File: src/logic/dps_pkg.sv
package dps_pkg;
   // clock and time figures
   localparam int unsigned CLK_PERIOD_NS = 10;
   localparam int unsigned MCLK_STOP_NS = 1000;
   // least time, so round up
   localparam int unsigned MCLK_STOP_CYC = (MCLK_STOP_NS + CLK_PERIOD_NS - 1) / CLK_PERIOD_NS;
   // latencies in frame periods, then the zero-run length in samples
   localparam int unsigned PWOFF_ENTER_FS = 4;
   localparam int unsigned PWOFF_LEAVE_FS = 1;
   localparam int unsigned RST_ASSERT_FS = 3;
   localparam int unsigned RST_RELEASE_FS = 2;
   localparam int unsigned ZF_RELEASE_FS = 2;
   localparam int unsigned FORCE_ZERO_FS = 2;
   localparam int unsigned ZERO_RUN_LEN = 8192;
   // alignment window, 4/256 of a frame either side of the edge
   localparam int unsigned SYNC_TOL_NUM = 4;
   localparam int unsigned SYNC_TOL_DEN = 256;
   localparam int unsigned DIV_LEN_DEF = 256;
   // register port
   localparam int unsigned ADDR_W = 4;
   localparam int unsigned DATA_W = 16;
   localparam int unsigned SAMP_W = 32;
   localparam logic [ADDR_W-1:0] REG_CTRL = 4'h0;
   localparam logic [ADDR_W-1:0] REG_STAT = 4'h1;
   localparam logic [DATA_W-1:0] CTRL_RST = 16'h0006;
   // pin slots in the synchroniser
   localparam int unsigned PIN_PDN = 0;
   localparam int unsigned PIN_MCLK = 1;
   localparam int unsigned PIN_FRAME = 2;
   localparam int unsigned PIN_WORD = 3;
   localparam int unsigned PIN_N = 4;

   typedef enum logic [4:0] {
      ST_PDOWN = 5'h01,
      ST_MSTOP = 5'h02,
      ST_POFF = 5'h04,
      ST_RESET = 5'h08,
      ST_NORMAL = 5'h10
   } dps_state_t;

   typedef struct packed {
      logic [7:0] rsvd;
      logic zero_flag_polarity;
      logic zero_flag_mode;
      logic zero_flag_enable;
      logic frame_falling;
      logic external_filter_mode;
      logic sync_enable_bit;
      logic power_on_bit;
      logic soft_reset_n_bit;
   } dps_ctrl_t;

   typedef struct packed {
      logic [4:0] rsvd;
      logic mclk_present;
      logic sync_valid;
      logic zero_right;
      logic zero_left;
      logic internal_reset_n;
      logic power_eff;
      dps_state_t state;
   } dps_stat_t;

   typedef struct packed {
      logic wr;
      logic rd;
      logic [ADDR_W-1:0] addr;
      logic [DATA_W-1:0] wdata;
   } dps_bus_req_t;

   typedef struct packed {
      logic valid;
      logic [SAMP_W-1:0] left;
      logic [SAMP_W-1:0] right;
   } dps_samp_t;

   typedef struct packed {
      logic digital_run;
      logic analog_run;
      logic analog_float;
      logic analog_common;
      logic data_force_zero;
      logic internal_reset_n;
   } dps_pwr_t;
endpackage

File: src/logic/dps_power_seq.sv
// What this block does
// - power state chosen from pin, master clock, power and soft-reset bits
// - master clock silent 1us with pin high stops circuits, floats outputs
// - master clock return resumes normal operation when both bits are one
// - zero detect disabled while master clock is stopped
// - power bit zero stops circuits, floats outputs, registers stay reachable
// - zero detect keeps working during power-off by the power bit
// - power-off entered 4~5 frames after clear, left 1~2 after set
// - soft reset clears digital logic except registers and divider
// - internal reset asserts 3~4 frames after clear, releases 2~3 after set
// - zero flags rise with soft-reset clear, fall 2 frames after release
// - divider counter reset keeps internal edge near external edge
// - sync valid after 8192 zero samples on both channels or in soft reset
// - align to frame rise, frame fall in alternate format, word rise
// - sync enable bit zero disables synchronisation entirely
// - after 8192 zero samples both zero flags go high
// - internal data forced to zero for 2 frames after a counter reset
// - no counter reset when already aligned
// - sync valid at once when soft-reset bit is written zero
// - pin low stops and initialises everything, outputs float
// - pin low returns every control register to default
`timescale 1ns/1ns

// delays a control bit by whole frame periods, separate rise and fall
module dps_fs_delay #(
   parameter int unsigned RISE_FS = 1,
   parameter int unsigned FALL_FS = 1,
   parameter bit RST_VAL = 1'b0
) (
   // clock and reset
   input wire logic sys_clk,
   input wire logic clr,
   // frame tick and request
   input wire logic fs_tick,
   input wire logic target,
   // delayed level
   output logic eff_q
);
   logic [3:0] cnt_q;
   logic [3:0] cnt_d;
   logic eff_d;
   logic [3:0] limit;

   if (RISE_FS < 1 || RISE_FS > 14 || FALL_FS < 1 || FALL_FS > 14) begin : g_bad
      $error("dps_fs_delay: frame counts must be 1..14");
   end

   // the first tick closes a partial frame, so N+1 ticks span N to N+1 frames
   assign limit = target ? 4'(RISE_FS + 1) : 4'(FALL_FS + 1);
   assign cnt_d = (target == eff_q) ? 4'h0 : (fs_tick ? cnt_q + 4'h1 : cnt_q);
   assign eff_d = (target != eff_q && cnt_d == limit) ? target : eff_q;

   // counter restarts when the request flips back
   always_ff @(posedge sys_clk) begin
      if (clr) begin
         cnt_q <= 4'h0;
         eff_q <= RST_VAL;
      end else begin
         cnt_q <= (eff_d == target) ? 4'h0 : cnt_d;
         eff_q <= eff_d;
      end
   end
endmodule

module dps_power_seq
   import dps_pkg::*;
#(
   parameter int unsigned DIV_LEN = dps_pkg::DIV_LEN_DEF,
   parameter int unsigned ZERO_RUN = dps_pkg::ZERO_RUN_LEN
) (
   // clock and reset
   input wire logic sys_clk,
   input wire logic rst_b,
   // device pins
   input wire logic powerdown_pin_n,
   input wire logic master_clock,
   input wire logic frame_clock,
   input wire logic ext_filter_word_clock,
   // register port
   input wire dps_pkg::dps_bus_req_t bus_req,
   output logic [dps_pkg::DATA_W-1:0] bus_rdata,
   // audio samples
   input wire dps_pkg::dps_samp_t samp,
   // power and analog control
   output dps_pkg::dps_pwr_t pwr_out,
   // zero flags and divider
   output logic zero_flag_left,
   output logic zero_flag_right,
   output logic internal_divided_clock,
   output logic divider_resync
);
   import dps_pkg::*;

   localparam int unsigned DIV_W = $clog2(DIV_LEN);
   localparam int unsigned TOL = DIV_LEN * SYNC_TOL_NUM / SYNC_TOL_DEN;
   localparam int unsigned RUN_W = $clog2(ZERO_RUN + 1);
   localparam int unsigned MC_W = $clog2(MCLK_STOP_CYC + 1);

   if (DIV_LEN < SYNC_TOL_DEN / SYNC_TOL_NUM || ZERO_RUN < 1) begin : g_bad
      $error("dps_power_seq: DIV_LEN too short or ZERO_RUN zero");
   end

   // pin synchroniser, three stages, a change counts once stages 2 and 3 agree
   logic [PIN_N-1:0] s1_q;
   logic [PIN_N-1:0] s2_q;
   logic [PIN_N-1:0] s3_q;
   logic [PIN_N-1:0] pin_q;
   logic [PIN_N-1:0] pin_prev_q;
   logic [PIN_N-1:0] pin_raw;
   logic [PIN_N-1:0] pin_d;
   assign pin_raw = {ext_filter_word_clock, frame_clock, master_clock, powerdown_pin_n};
   assign pin_d = (s2_q == s3_q) ? s3_q : pin_q;

   // pin edges read the agreed level only
   always_ff @(posedge sys_clk) begin
      if (!rst_b) begin
         s1_q <= '0;
         s2_q <= '0;
         s3_q <= '0;
         pin_q <= '0;
         pin_prev_q <= '0;
      end else begin
         s1_q <= pin_raw;
         s2_q <= s1_q;
         s3_q <= s2_q;
         pin_q <= pin_d;
         pin_prev_q <= pin_q;
      end
   end

   // the power-down pin acts as the hard reset
   logic pin_up;
   logic hard_rst;
   logic [PIN_N-1:0] pin_rise;
   logic [PIN_N-1:0] pin_fall;
   assign pin_up = pin_q[PIN_PDN];
   assign hard_rst = !rst_b || !pin_up;
   assign pin_rise = pin_q & ~pin_prev_q;
   assign pin_fall = ~pin_q & pin_prev_q;

   // control register
   dps_ctrl_t ctrl_q;
   dps_ctrl_t ctrl_d;
   logic wr_ctrl;
   assign wr_ctrl = bus_req.wr && bus_req.addr == REG_CTRL;
   assign ctrl_d = wr_ctrl ? dps_ctrl_t'(bus_req.wdata & 16'h00FF) : ctrl_q;

   // defaults on pin low
   // writes are refused while the pin holds the device down
   always_ff @(posedge sys_clk) begin
      if (hard_rst) begin
         ctrl_q <= dps_ctrl_t'(CTRL_RST);
      end else begin
         ctrl_q <= ctrl_d;
      end
   end

   // master clock watchdog
   logic [MC_W-1:0] mc_cnt_q;
   logic mclk_ok_q;
   logic mclk_edge;
   logic mc_expire;
   assign mclk_edge = pin_rise[PIN_MCLK] || pin_fall[PIN_MCLK];
   assign mc_expire = mc_cnt_q == MC_W'(MCLK_STOP_CYC - 1);

   always_ff @(posedge sys_clk) begin
      if (hard_rst) begin
         mc_cnt_q <= '0;
         mclk_ok_q <= 1'b0;
      end else if (mclk_edge) begin
         mc_cnt_q <= '0;
         mclk_ok_q <= 1'b1;
      end else begin
         mc_cnt_q <= mc_expire ? mc_cnt_q : mc_cnt_q + MC_W'(1);
         mclk_ok_q <= mclk_ok_q && !mc_expire;
      end
   end

   // frame tick from the active interface
   logic ext_tick;
   logic fs_tick;
   assign ext_tick = ctrl_q.external_filter_mode ? pin_rise[PIN_WORD] :
                     ctrl_q.frame_falling ? pin_fall[PIN_FRAME] : pin_rise[PIN_FRAME];
   assign fs_tick = ext_tick && mclk_ok_q;

   logic pw_eff;
   dps_fs_delay #(
      .RISE_FS(PWOFF_LEAVE_FS),
      .FALL_FS(PWOFF_ENTER_FS),
      .RST_VAL(1'b1)
   ) u_pw_dly (
      .sys_clk(sys_clk),
      .clr(hard_rst),
      .fs_tick(fs_tick),
      .target(ctrl_q.power_on_bit),
      .eff_q(pw_eff)
   );

   logic int_rst_n;
   dps_fs_delay #(
      .RISE_FS(RST_RELEASE_FS),
      .FALL_FS(RST_ASSERT_FS),
      .RST_VAL(1'b0)
   ) u_rst_dly (
      .sys_clk(sys_clk),
      .clr(hard_rst),
      .fs_tick(fs_tick),
      .target(ctrl_q.soft_reset_n_bit),
      .eff_q(int_rst_n)
   );

   // power state
   dps_state_t state_q;
   dps_state_t state_d;
   assign state_d = !pin_up ? ST_PDOWN :
                    !mclk_ok_q ? ST_MSTOP :
                    !pw_eff ? ST_POFF :
                    !int_rst_n ? ST_RESET : ST_NORMAL;

   always_ff @(posedge sys_clk) begin
      if (hard_rst) begin
         state_q <= ST_PDOWN;
      end else begin
         state_q <= state_d;
      end
   end

   // zero-run counters, one per channel
   logic [1:0] run_hit;
   logic [1:0] samp_zero;
   assign samp_zero = {samp.right == '0, samp.left == '0};
   for (genvar ch = 0; ch < 2; ch++) begin : g_run
      logic [RUN_W-1:0] run_q;
      always_ff @(posedge sys_clk) begin
         if (hard_rst || !mclk_ok_q || !int_rst_n) begin
            run_q <= '0;
         end else if (samp.valid) begin
            run_q <= !samp_zero[ch] ? '0 :
                     (run_q == RUN_W'(ZERO_RUN)) ? run_q : run_q + RUN_W'(1);
         end
      end
      assign run_hit[ch] = run_q == RUN_W'(ZERO_RUN);
   end

   // flag held high from soft-reset clear to 2 frames past release
   logic zf_rst_q;
   logic [1:0] zrel_q;

   // flag release timing
   // the set term is checked first so a fresh clear is never lost
   always_ff @(posedge sys_clk) begin
      if (hard_rst) begin
         zf_rst_q <= 1'b1;
         zrel_q <= '0;
      end else if (!ctrl_q.soft_reset_n_bit) begin
         zf_rst_q <= 1'b1;
         zrel_q <= '0;
      end else if (zf_rst_q && int_rst_n) begin
         zrel_q <= fs_tick ? zrel_q + 2'h1 : zrel_q;
         zf_rst_q <= !(fs_tick && zrel_q == 2'(ZF_RELEASE_FS - 1));
      end
   end

   // raw flags per channel
   logic zl_raw;
   logic zr_raw;
   logic zl_out;
   logic zr_out;
   logic zf_on;
   assign zl_raw = zf_rst_q || run_hit[0];
   assign zr_raw = zf_rst_q || run_hit[1];
   assign zf_on = ctrl_q.zero_flag_enable && mclk_ok_q;
   // mode bit reports both channels jointly on each pin
   assign zl_out = zf_on && ((ctrl_q.zero_flag_mode ? zl_raw && zr_raw : zl_raw) ^ ctrl_q.zero_flag_polarity);
   assign zr_out = zf_on && ((ctrl_q.zero_flag_mode ? zl_raw && zr_raw : zr_raw) ^ ctrl_q.zero_flag_polarity);

   // divider counter and synchronisation
   logic [DIV_W-1:0] div_q;
   logic [DIV_W-1:0] div_wrap;
   logic sync_valid;
   logic aligned;
   logic resync;
   assign sync_valid = ctrl_q.sync_enable_bit && mclk_ok_q &&
                       (!ctrl_q.soft_reset_n_bit || (run_hit[0] && run_hit[1]));
   assign aligned = div_q < DIV_W'(TOL) || div_q >= DIV_W'(DIV_LEN - TOL);
   assign resync = ext_tick && sync_valid && !aligned;
   assign div_wrap = (div_q == DIV_W'(DIV_LEN - 1)) ? '0 : div_q + DIV_W'(1);

   // divider survives soft reset, only the pin and clock stop touch it
   always_ff @(posedge sys_clk) begin
      if (hard_rst || !mclk_ok_q) begin
         div_q <= '0;
      end else begin
         // the edge cycle itself stands for count zero
         div_q <= resync ? DIV_W'(1) : div_wrap;
      end
   end

   // forced-zero window after a counter reset
   logic [1:0] fz_q;
   always_ff @(posedge sys_clk) begin
      if (hard_rst) begin
         fz_q <= '0;
      end else if (resync) begin
         fz_q <= 2'(FORCE_ZERO_FS);
      end else if (fs_tick && fz_q != '0) begin
         fz_q <= fz_q - 2'h1;
      end
   end

   // registered outputs follow the next state, so run and reset never disagree
   dps_pwr_t pwr_d;
   assign pwr_d.digital_run = state_d == ST_NORMAL;
   assign pwr_d.analog_run = state_d == ST_NORMAL || state_d == ST_RESET;
   assign pwr_d.analog_float = !(state_d == ST_NORMAL || state_d == ST_RESET);
   assign pwr_d.analog_common = state_d == ST_RESET;
   assign pwr_d.data_force_zero = state_d != ST_NORMAL || fz_q != '0;
   assign pwr_d.internal_reset_n = int_rst_n;

   always_ff @(posedge sys_clk) begin
      if (hard_rst) begin
         pwr_out <= '{1'b0, 1'b0, 1'b1, 1'b0, 1'b1, 1'b0};
         zero_flag_left <= 1'b0;
         zero_flag_right <= 1'b0;
         internal_divided_clock <= 1'b0;
         divider_resync <= 1'b0;
      end else begin
         pwr_out <= pwr_d;
         zero_flag_left <= zl_out;
         zero_flag_right <= zr_out;
         internal_divided_clock <= div_q < DIV_W'(DIV_LEN / 2);
         divider_resync <= resync;
      end
   end

   // status and read port, data stands one cycle after the strobe
   dps_stat_t stat;
   logic [DATA_W-1:0] rd_sel;
   assign stat.rsvd = '0;
   assign stat.mclk_present = mclk_ok_q;
   assign stat.sync_valid = sync_valid;
   assign stat.zero_right = zr_raw;
   assign stat.zero_left = zl_raw;
   assign stat.internal_reset_n = int_rst_n;
   assign stat.power_eff = pw_eff;
   assign stat.state = state_q;
   assign rd_sel = (bus_req.addr == REG_CTRL) ? DATA_W'(ctrl_q) :
                   (bus_req.addr == REG_STAT) ? DATA_W'(stat) : '0;

   // reads stay live in power-off; unmapped addresses answer zero
   always_ff @(posedge sys_clk) begin
      if (!rst_b) begin
         bus_rdata <= '0;
      end else begin
         bus_rdata <= bus_req.rd ? rd_sel : '0;
      end
   end
endmodule

File: config.mk
export PLATFORM = sky130hd
export DESIGN_NAME = dps_power_seq
export DESIGN_NICKNAME = d
export VERILOG_FILES = /design/src/logic/dps_pkg.sv /design/src/logic/dps_power_seq.sv
export SDC_FILE = /design/constraint.sdc
export NUM_CORES = 1
export LEC_CHECK = 0
export BUFFER_PORTS_ARGS = -buffer_cell sky130_fd_sc_hd__buf_4
export CORE_ASPECT_RATIO = 0.5
export CORE_MARGIN = 5
export CORE_UTILIZATION = 45
export DETAILED_ROUTE_END_ITERATION = 16
export GPL_ROUTABILITY_DRIVEN = 0
export HOLD_SLACK_MARGIN = 0.03
export PLACE_DENSITY = 0.8
export REMOVE_ABC_BUFFERS = 1
export SYNTH_ARGS = -nofsm -noshare
export SYNTH_HDL_FRONTEND = slang
export SYNTH_SLANG_ARGS = --single-unit
File: constraint.sdc
create_clock -name sys_clk -period 3.96 [get_ports sys_clk]
set_input_delay 0.198 -clock sys_clk [delete_from_list [all_inputs] [get_ports sys_clk]]
set_output_delay 0.198 -clock sys_clk [all_outputs]
set_load 0.005 [all_outputs]
# --- Word level (Yosys, flattened, before mapping) ---
# Index checks and enable logic that the tools add are counted.
op_classes:
  order_cmp: 3
  n_div: 0
  addsub: 8
  shifts: 0
  multipliers: 0
  n_bitwise: 9
  eq_ne: 20
  n_reduce_logical: 53
  mux: 27
op_table:
  columns: ["op", "n"]
  rows:
  - ["$logic_not A32 Y1", 2]
  - ["$mux W14", 4]
  - ["$add A14 B1 Y14 const B", 2]
  - ["$eq A14 B14 Y1 const B", 2]
  - ["$mux W5", 4]
  - ["$logic_and A1 B1 Y1", 17]
  - ["$mux W4", 4]
  - ["$mux W8", 2]
  - ["$eq A4 B4 Y1", 3]
  - ["$reduce_or A2 Y1", 6]
  - ["$logic_or A1 B1 Y1", 10]
  - ["$logic_not A1 Y1", 9]
  - ["$mux W1", 9]
  - ["$add A4 B1 Y4 const B", 2]
  - ["$add A8 B1 Y8 const B", 1]
  - ["$eq A8 B8 Y1 const B", 1]
  - ["$ge A8 B8 Y1 const B", 1]
  - ["$lt A8 B3 Y1 const B", 1]
  - ["$lt A8 B8 Y1 const B", 1]
  - ["$reduce_and A2 Y1", 4]
  - ["$add A7 B1 Y7 const B", 1]
  - ["$eq A7 B7 Y1 const B", 1]
  - ["$mux W3", 2]
  - ["$reduce_or A3 Y1", 2]
  - ["19 further kinds", 29]
totals:
  input_bits: 93
  mem_count: 0
  ram_bits: 0
  output_inout_bits: 26
  register_bits: 118
  latchBits: 0
  wordCells: 161
  rom_bits: 0

# --- Longest topological paths before layout ---
logic_depth:
  ltp_word: 12
  depth_mapped: 8
  mapped_depth_nobuf: 8

# --- Cells and area by module ---
# From an unflattened synthesis, not the netlist that was laid out.
hier_totals:
  hier_cells: 537
  area_unflattened_um2: 4992.3
by_module_without_submodules:
  columns: ["mod", "n_inst", "area_each_um2", "cells_per_inst"]
  rows:
  - ["dps_power_seq", 1, 4290.4, 463]
  - ["dps_fs_delay (u_rst_dly)", 1, 364.1, 40]
  - ["dps_fs_delay (u_pw_dly)", 1, 337.8, 34]

# --- Least setup slack after synthesis ---
# OpenSTA, ideal clock, no wires.
synth_timing:
  path_type: "register -> register"
  startpoint: "register ctrl_q[4] in the netlist's numbering"
  endpoint: "register u_pw_dly.eff_q"
  t_arrival_ns: 1.714
  required_ns: 3.838
  path_stages_with_launch: 7
  setup_ns: 0.122
  path_slack_ns: 2.124
  n_path_buf: 0
  cell_sequence: "dfxtp_1 -> nor2b_1 -> a221o_1 -> nand2_2 -> mux2_2 -> nor4b_2 -> nor3_2"
synth_via:
  elab_chain_cells: 8
synth_rtl:
  columns: ["item", "line", "rtl"]
  rows:
  - ["start, declared", "dps_power_seq.sv:142", "dps_ctrl_t ctrl_q;"]
  - ["start signal, assigned", "dps_power_seq.sv:152", "ctrl_q <= dps_ctrl_t'(CTRL_RST);"]
  - ["start signal, assigned", "dps_power_seq.sv:154", "ctrl_q <= ctrl_d;"]
  - ["$mux W1", "dps_power_seq.sv:183", "ctrl_q.frame_falling ? pin_fall[PIN_FRAME] : pin_rise[PIN_FRAME];"]
  - ["$mux W1", "dps_power_seq.sv:182", "assign ext_tick = ctrl_q.external_filter_mode ? pin_rise[PIN_WORD] :"]
  - ["$logic_and A1 B1 Y1", "dps_power_seq.sv:184", "assign fs_tick = ext_tick && mclk_ok_q;"]
  - ["$mux W4 (2 in series)", "dps_power_seq.sv:50", "assign cnt_d = (target == eff_q) ? 4'h0 : (fs_tick ? cnt_q + 4'h1 : cnt_q);"]
  - ["$eq A4 B4 Y1", "dps_power_seq.sv:51", "assign eff_d = (target != eff_q && cnt_d == limit) ? target : eff_q;"]
  - ["$logic_and A1 B1 Y1", "dps_power_seq.sv:51", null]
  - ["$mux W1", "dps_power_seq.sv:51", null]
  - ["end signal, assigned", "dps_power_seq.sv:57", "eff_q <= RST_VAL;"]
  - ["end signal, assigned", "dps_power_seq.sv:60", "eff_q <= eff_d;"]
  - ["end, declared", "dps_power_seq.sv:37", "output logic eff_q"]
# No other way between the ends.
# A chain may end at the register's enable or synchronous reset.

# --- Worst setup path after layout ---
layout_timing:
  startpoint: "register g_run[1].run_q[0]"
  endpoint: "register div_q[4]"
layout_via:
  elab_chain_cells: 7
layout_rtl:
  columns: ["item", "line", "rtl"]
  rows:
  - ["start, declared", "dps_power_seq.sv:233", "logic [RUN_W-1:0] run_q;"]
  - ["start signal, assigned", "dps_power_seq.sv:238", "run_q <= !samp_zero[ch] ? '0 :"]
  - ["$eq A14 B14 Y1", "dps_power_seq.sv:242", "assign run_hit[ch] = run_q == RUN_W'(ZERO_RUN);"]
  - ["$logic_and A1 B1 Y1", "dps_power_seq.sv:284", "(!ctrl_q.soft_reset_n_bit || (run_hit[0] && run_hit[1]));"]
  - ["$logic_or A1 B1 Y1", "dps_power_seq.sv:284", null]
  - ["$logic_and A1 B1 Y1", "dps_power_seq.sv:283", "assign sync_valid = ctrl_q.sync_enable_bit && mclk_ok_q &&"]
  - ["$logic_and A1 B1 Y1 (2 in series)", "dps_power_seq.sv:286", "assign resync = ext_tick && sync_valid && !aligned;"]
  - ["$reduce_or A3 Y1 (no line)", null, null]
  - ["end signal, assigned", "dps_power_seq.sv:295", "div_q <= resync ? DIV_W'(1) : div_wrap;"]
  - ["end, declared", "dps_power_seq.sv:278", "logic [DIV_W-1:0] div_q;"]
# No other way between the ends.

==> impl_results.md <==
* Worst-margin pin slew at 0.7322 ns
* Syn_area_per_cell at 9.015 um2
* Setup Skew at 0.006638 ns
* Crit-path max FO at 6
* Most used cell, CP: nand4_1
* Max Slew Vio Count at 0
* Final WS setup at 1.769 ns
* Top-Level Pins at 119
* Synth unique cells at 48
* Period utilization at 55.33%
* R2R Setup Slk at 1.77 ns
* Via count at 4,062
* DRT Wirelength at 11,050 um
* Cell area after synthesis at 4877 um2
* Die width at 157.2 um
* Most common cell after layout, fill and taps aside: dfxtp_1
* R2R cell count at 8
* Max-slew headroom at 51.14%
* First-pass GRT wire length at 18,350 um
* Peak VDD IR at 212.7 uV
* Post-CTS setup buffer count at 0
* Worst Setup Start Kind: register
* P&R area growth vs syn at 24.40%
* Via density per instance at 5.168
* Status: finished clean
* Setup slack at placement at 1.778 ns
* Root Driver: clkbuf_16
* Critical path endpoint category: register
* Maxcap violations at 0
* RR Startpoint: g_run[1].run_q[0]
* Register area at 2242 um2
* Worst R2R End: div_q[4]
* CP Cell Sequence: inv_1 -> ha_1 -> nor4bb_1 -> nand4_1 -> o21ai_0 -> nand4_1 -> nand3_1 -> nor2_1
* Resized cells post-CTS at 0
* Setup TNS Final at 0 ns
* Gr ovfl total at 0
* Commonest non-fill, non-tap cells in the layout: dfxtp_1, buf_4, nor2_1
* Worst-path clk slew at 0.08 ns
* CTS tree: built
* Sw Share at 21.83%
* Final Setup Violations at 0
* Diodes inserted at 0
* CTS H-tree depth at 3
* Synth top area share at 45.97%
* Core Box Area at 10,380 um2
* Critical path class: register to register
* Clock buffer count from CTS at 9
* Psw at 0.0004767 W
* Die outline height at 83.62 um
* Number of synthesized flops with an enable pin at 0
* Detailed Place HPWL at 8146 um
* PortBufs at 105
* Slowest cell delay on critical path at 0.33 ns
* Comb pwr share at 4.9%
* CP arrival at 2.42 ns
* GRT Total Usage at 16.85%
* Largest family of logic cells by synthesized area: simple AND/OR/NAND/NOR gates
* Clock sink count at 112
* Clk buf depth at 2
* Initial antenna violation count at 0
* Pre-antenna DRT Iters at 4
* Area of the multi-input gates at 2485 um2
* # DRC at 0
* Synthesized instance count at 541
* Initial Util at 47.00%
* Share of cells above drive strength 1 at 20.59%
* Vias in the first global route at 3,987
* Compound-Gate Fraction of Synth Area at 6.901%
* XOR/XNOR Fraction of Synth Area at 8.799%
* Final ANT Viol Nets at 0
* Clock power share at 43.1%
* CP top delay family: simple AND/OR/NAND/NOR gates
* RSZ-0062 raised after global routing: no
* Drt first-iter violations at 173
* Critical Path Stages at 8
* CP Buf/Inv Count at 1
* Final Hold Fails at 0
* Ys async rst share at 0%
* Die ar. at 13,150 um2
* Seq pwr share at 52.0%
* Top post-synthesis cells by area: dfxtp_1, nor2_1, xor2_1
* P_int at 0.001707 W
* Post-synthesis simple-gate area fraction at 26.60%
* Fillers at 933
* F_max at 0.4564 GHz
* Row cnt at 26
* Cts-stage hold buffer count at 0
* Post-synthesis adder-cell area fraction at 2.822%
* Mux share of post-synthesis cell area at 5.439%
* Worst Setup SP: g_run[1].run_q[0]
* Register area share after synthesis at 45.97%
* Worst skew pair latency at 0.35 ns
* Min cycle time layout at 2.191 ns
* HP Class: primary input to register
* Power per Cell Area at 359.9 nW/um2
* Static Leak at 2.441 nW
* Per-cell routed wire length at 14.06 um
* Largest net degree at the start of global routing at 25
* Post-synthesis register bit count at 112
* Worst Setup EP: div_q[4]
* CP max-delay cell: dfxtp_1
* Warnings from Yosys at 0
* Post-synth top area cell: dfxtp_1
* Top_reg_cell synth: dfxtp_1
* Req. time, crit path at 4.19 ns
* Core Util, Final at 58.46%
* Final net count at 745
Yosys cell counts, drive strengths merged, types with 12 or more instances:
cell type and instances:
nor4 19, o21ai 14, nor2 80, xor2 27, and3 18, a21oi 12, inv 17, nand3 21
mux2i 22, xnor2 22, nand2 38, dfxtp 112, and2 19, clkbuf 14, nand4 17
cell type report:
| cell class | instances | share of cell area [%] |
|---|---|---|
| clock inverter | 7 | 1.444 |
| sequential | 112 | 36.96 |
| tap | 140 | 2.887 |
| multi-input combinational | 396 | 40.96 |
| inverter | 17 | 1.052 |
| timing repair buffer | 105 | 12.99 |
| clock buffer | 9 | 3.712 |
power by group through the flow:
stage               registers, W  logic [W]  clock network [W]
detailed placement       0.00116   0.000106                  0
global route             0.00114   0.000116            0.00101
floorplan                0.00116  0.0000288                  0
global placement         0.00116   0.000104                  0
finish                   0.00114   0.000106           0.000942
CTS                      0.00114   0.000107           0.000962
metrics by stage:
step | hold slack, ns | instances | instance area (um2) | total power [W]
final | 0.04892 | 786 | 6067 | 0.002184
after global routing | 0.03368 | 786 | 6067 | 0.002263
after CTS | 0.03639 | 786 | 6067 | 0.002204
after detailed placement | 0.4103 | 770 | 5754 | 0.001268
after global placement | 0.4068 | 770 | 5754 | 0.001266
after floorplan | 0.3053 | 525 | 4791 | 0.001190
flip-flops by register name, indices dropped and copies added (netlist names):
name	flops
bus_rdata	11
s3_q	4
mc_cnt_q	7
pin_q	4
u_rst_dly.eff_q	1
internal_divided_clock	1
u_pw_dly.cnt_q	4
pin_prev_q	3
zrel_q	2
div_q	8
g_run.run_q	28
u_pw_dly.eff_q	1
zero_flag_left	1
zf_rst_q	1
u_rst_dly.cnt_q	4
state_q	5
divider_resync	1
s1_q	4
mclk_ok_q	1
s2_q	4
zero_flag_right	1
fz_q	2
ctrl_q	8
pwr_out	6
worst min-delay path by stage:
| stage | cells past startpoint | startpoint | endpoint | slack [ns] |
|---|---|---|---|---|
| final | 2 | master_clock | s1_q[1] | 0.05 |
| after global placement | 2 | frame_clock | s1_q[2] | 0.41 |
| after global routing | 2 | master_clock | s1_q[1] | 0.03 |
| after detailed placement | 2 | frame_clock | s1_q[2] | 0.41 |
| after floorplan | 1 | bus_req[16] | bus_rdata[7] | 0.31 |
| after CTS | 2 | master_clock | s1_q[1] | 0.04 |
routing by layer:
layer,wire [um],GRT usage (%),share of wire (%),vias up
met5,0,0,0,-
met4,124,5.074,1.1,0
met2,5590,29.27,51,80
li1,-,-,-,2046
met1,4792,20.63,43,1925
met3,545,4.091,4.9,11
cell families (layout without fill, tap and decap cells):
logic type	count (synthesis)	after routing
adders and majority gates	11	11
AOI/OAI and AO/OA	51	51
muxes	26	26
buffers and inverters	37	138
other	1	5
xor gates and xnor gates	49	49
DFF	112	112
and+or+nand+nor	254	254
(Power assumes the default switching activity.)
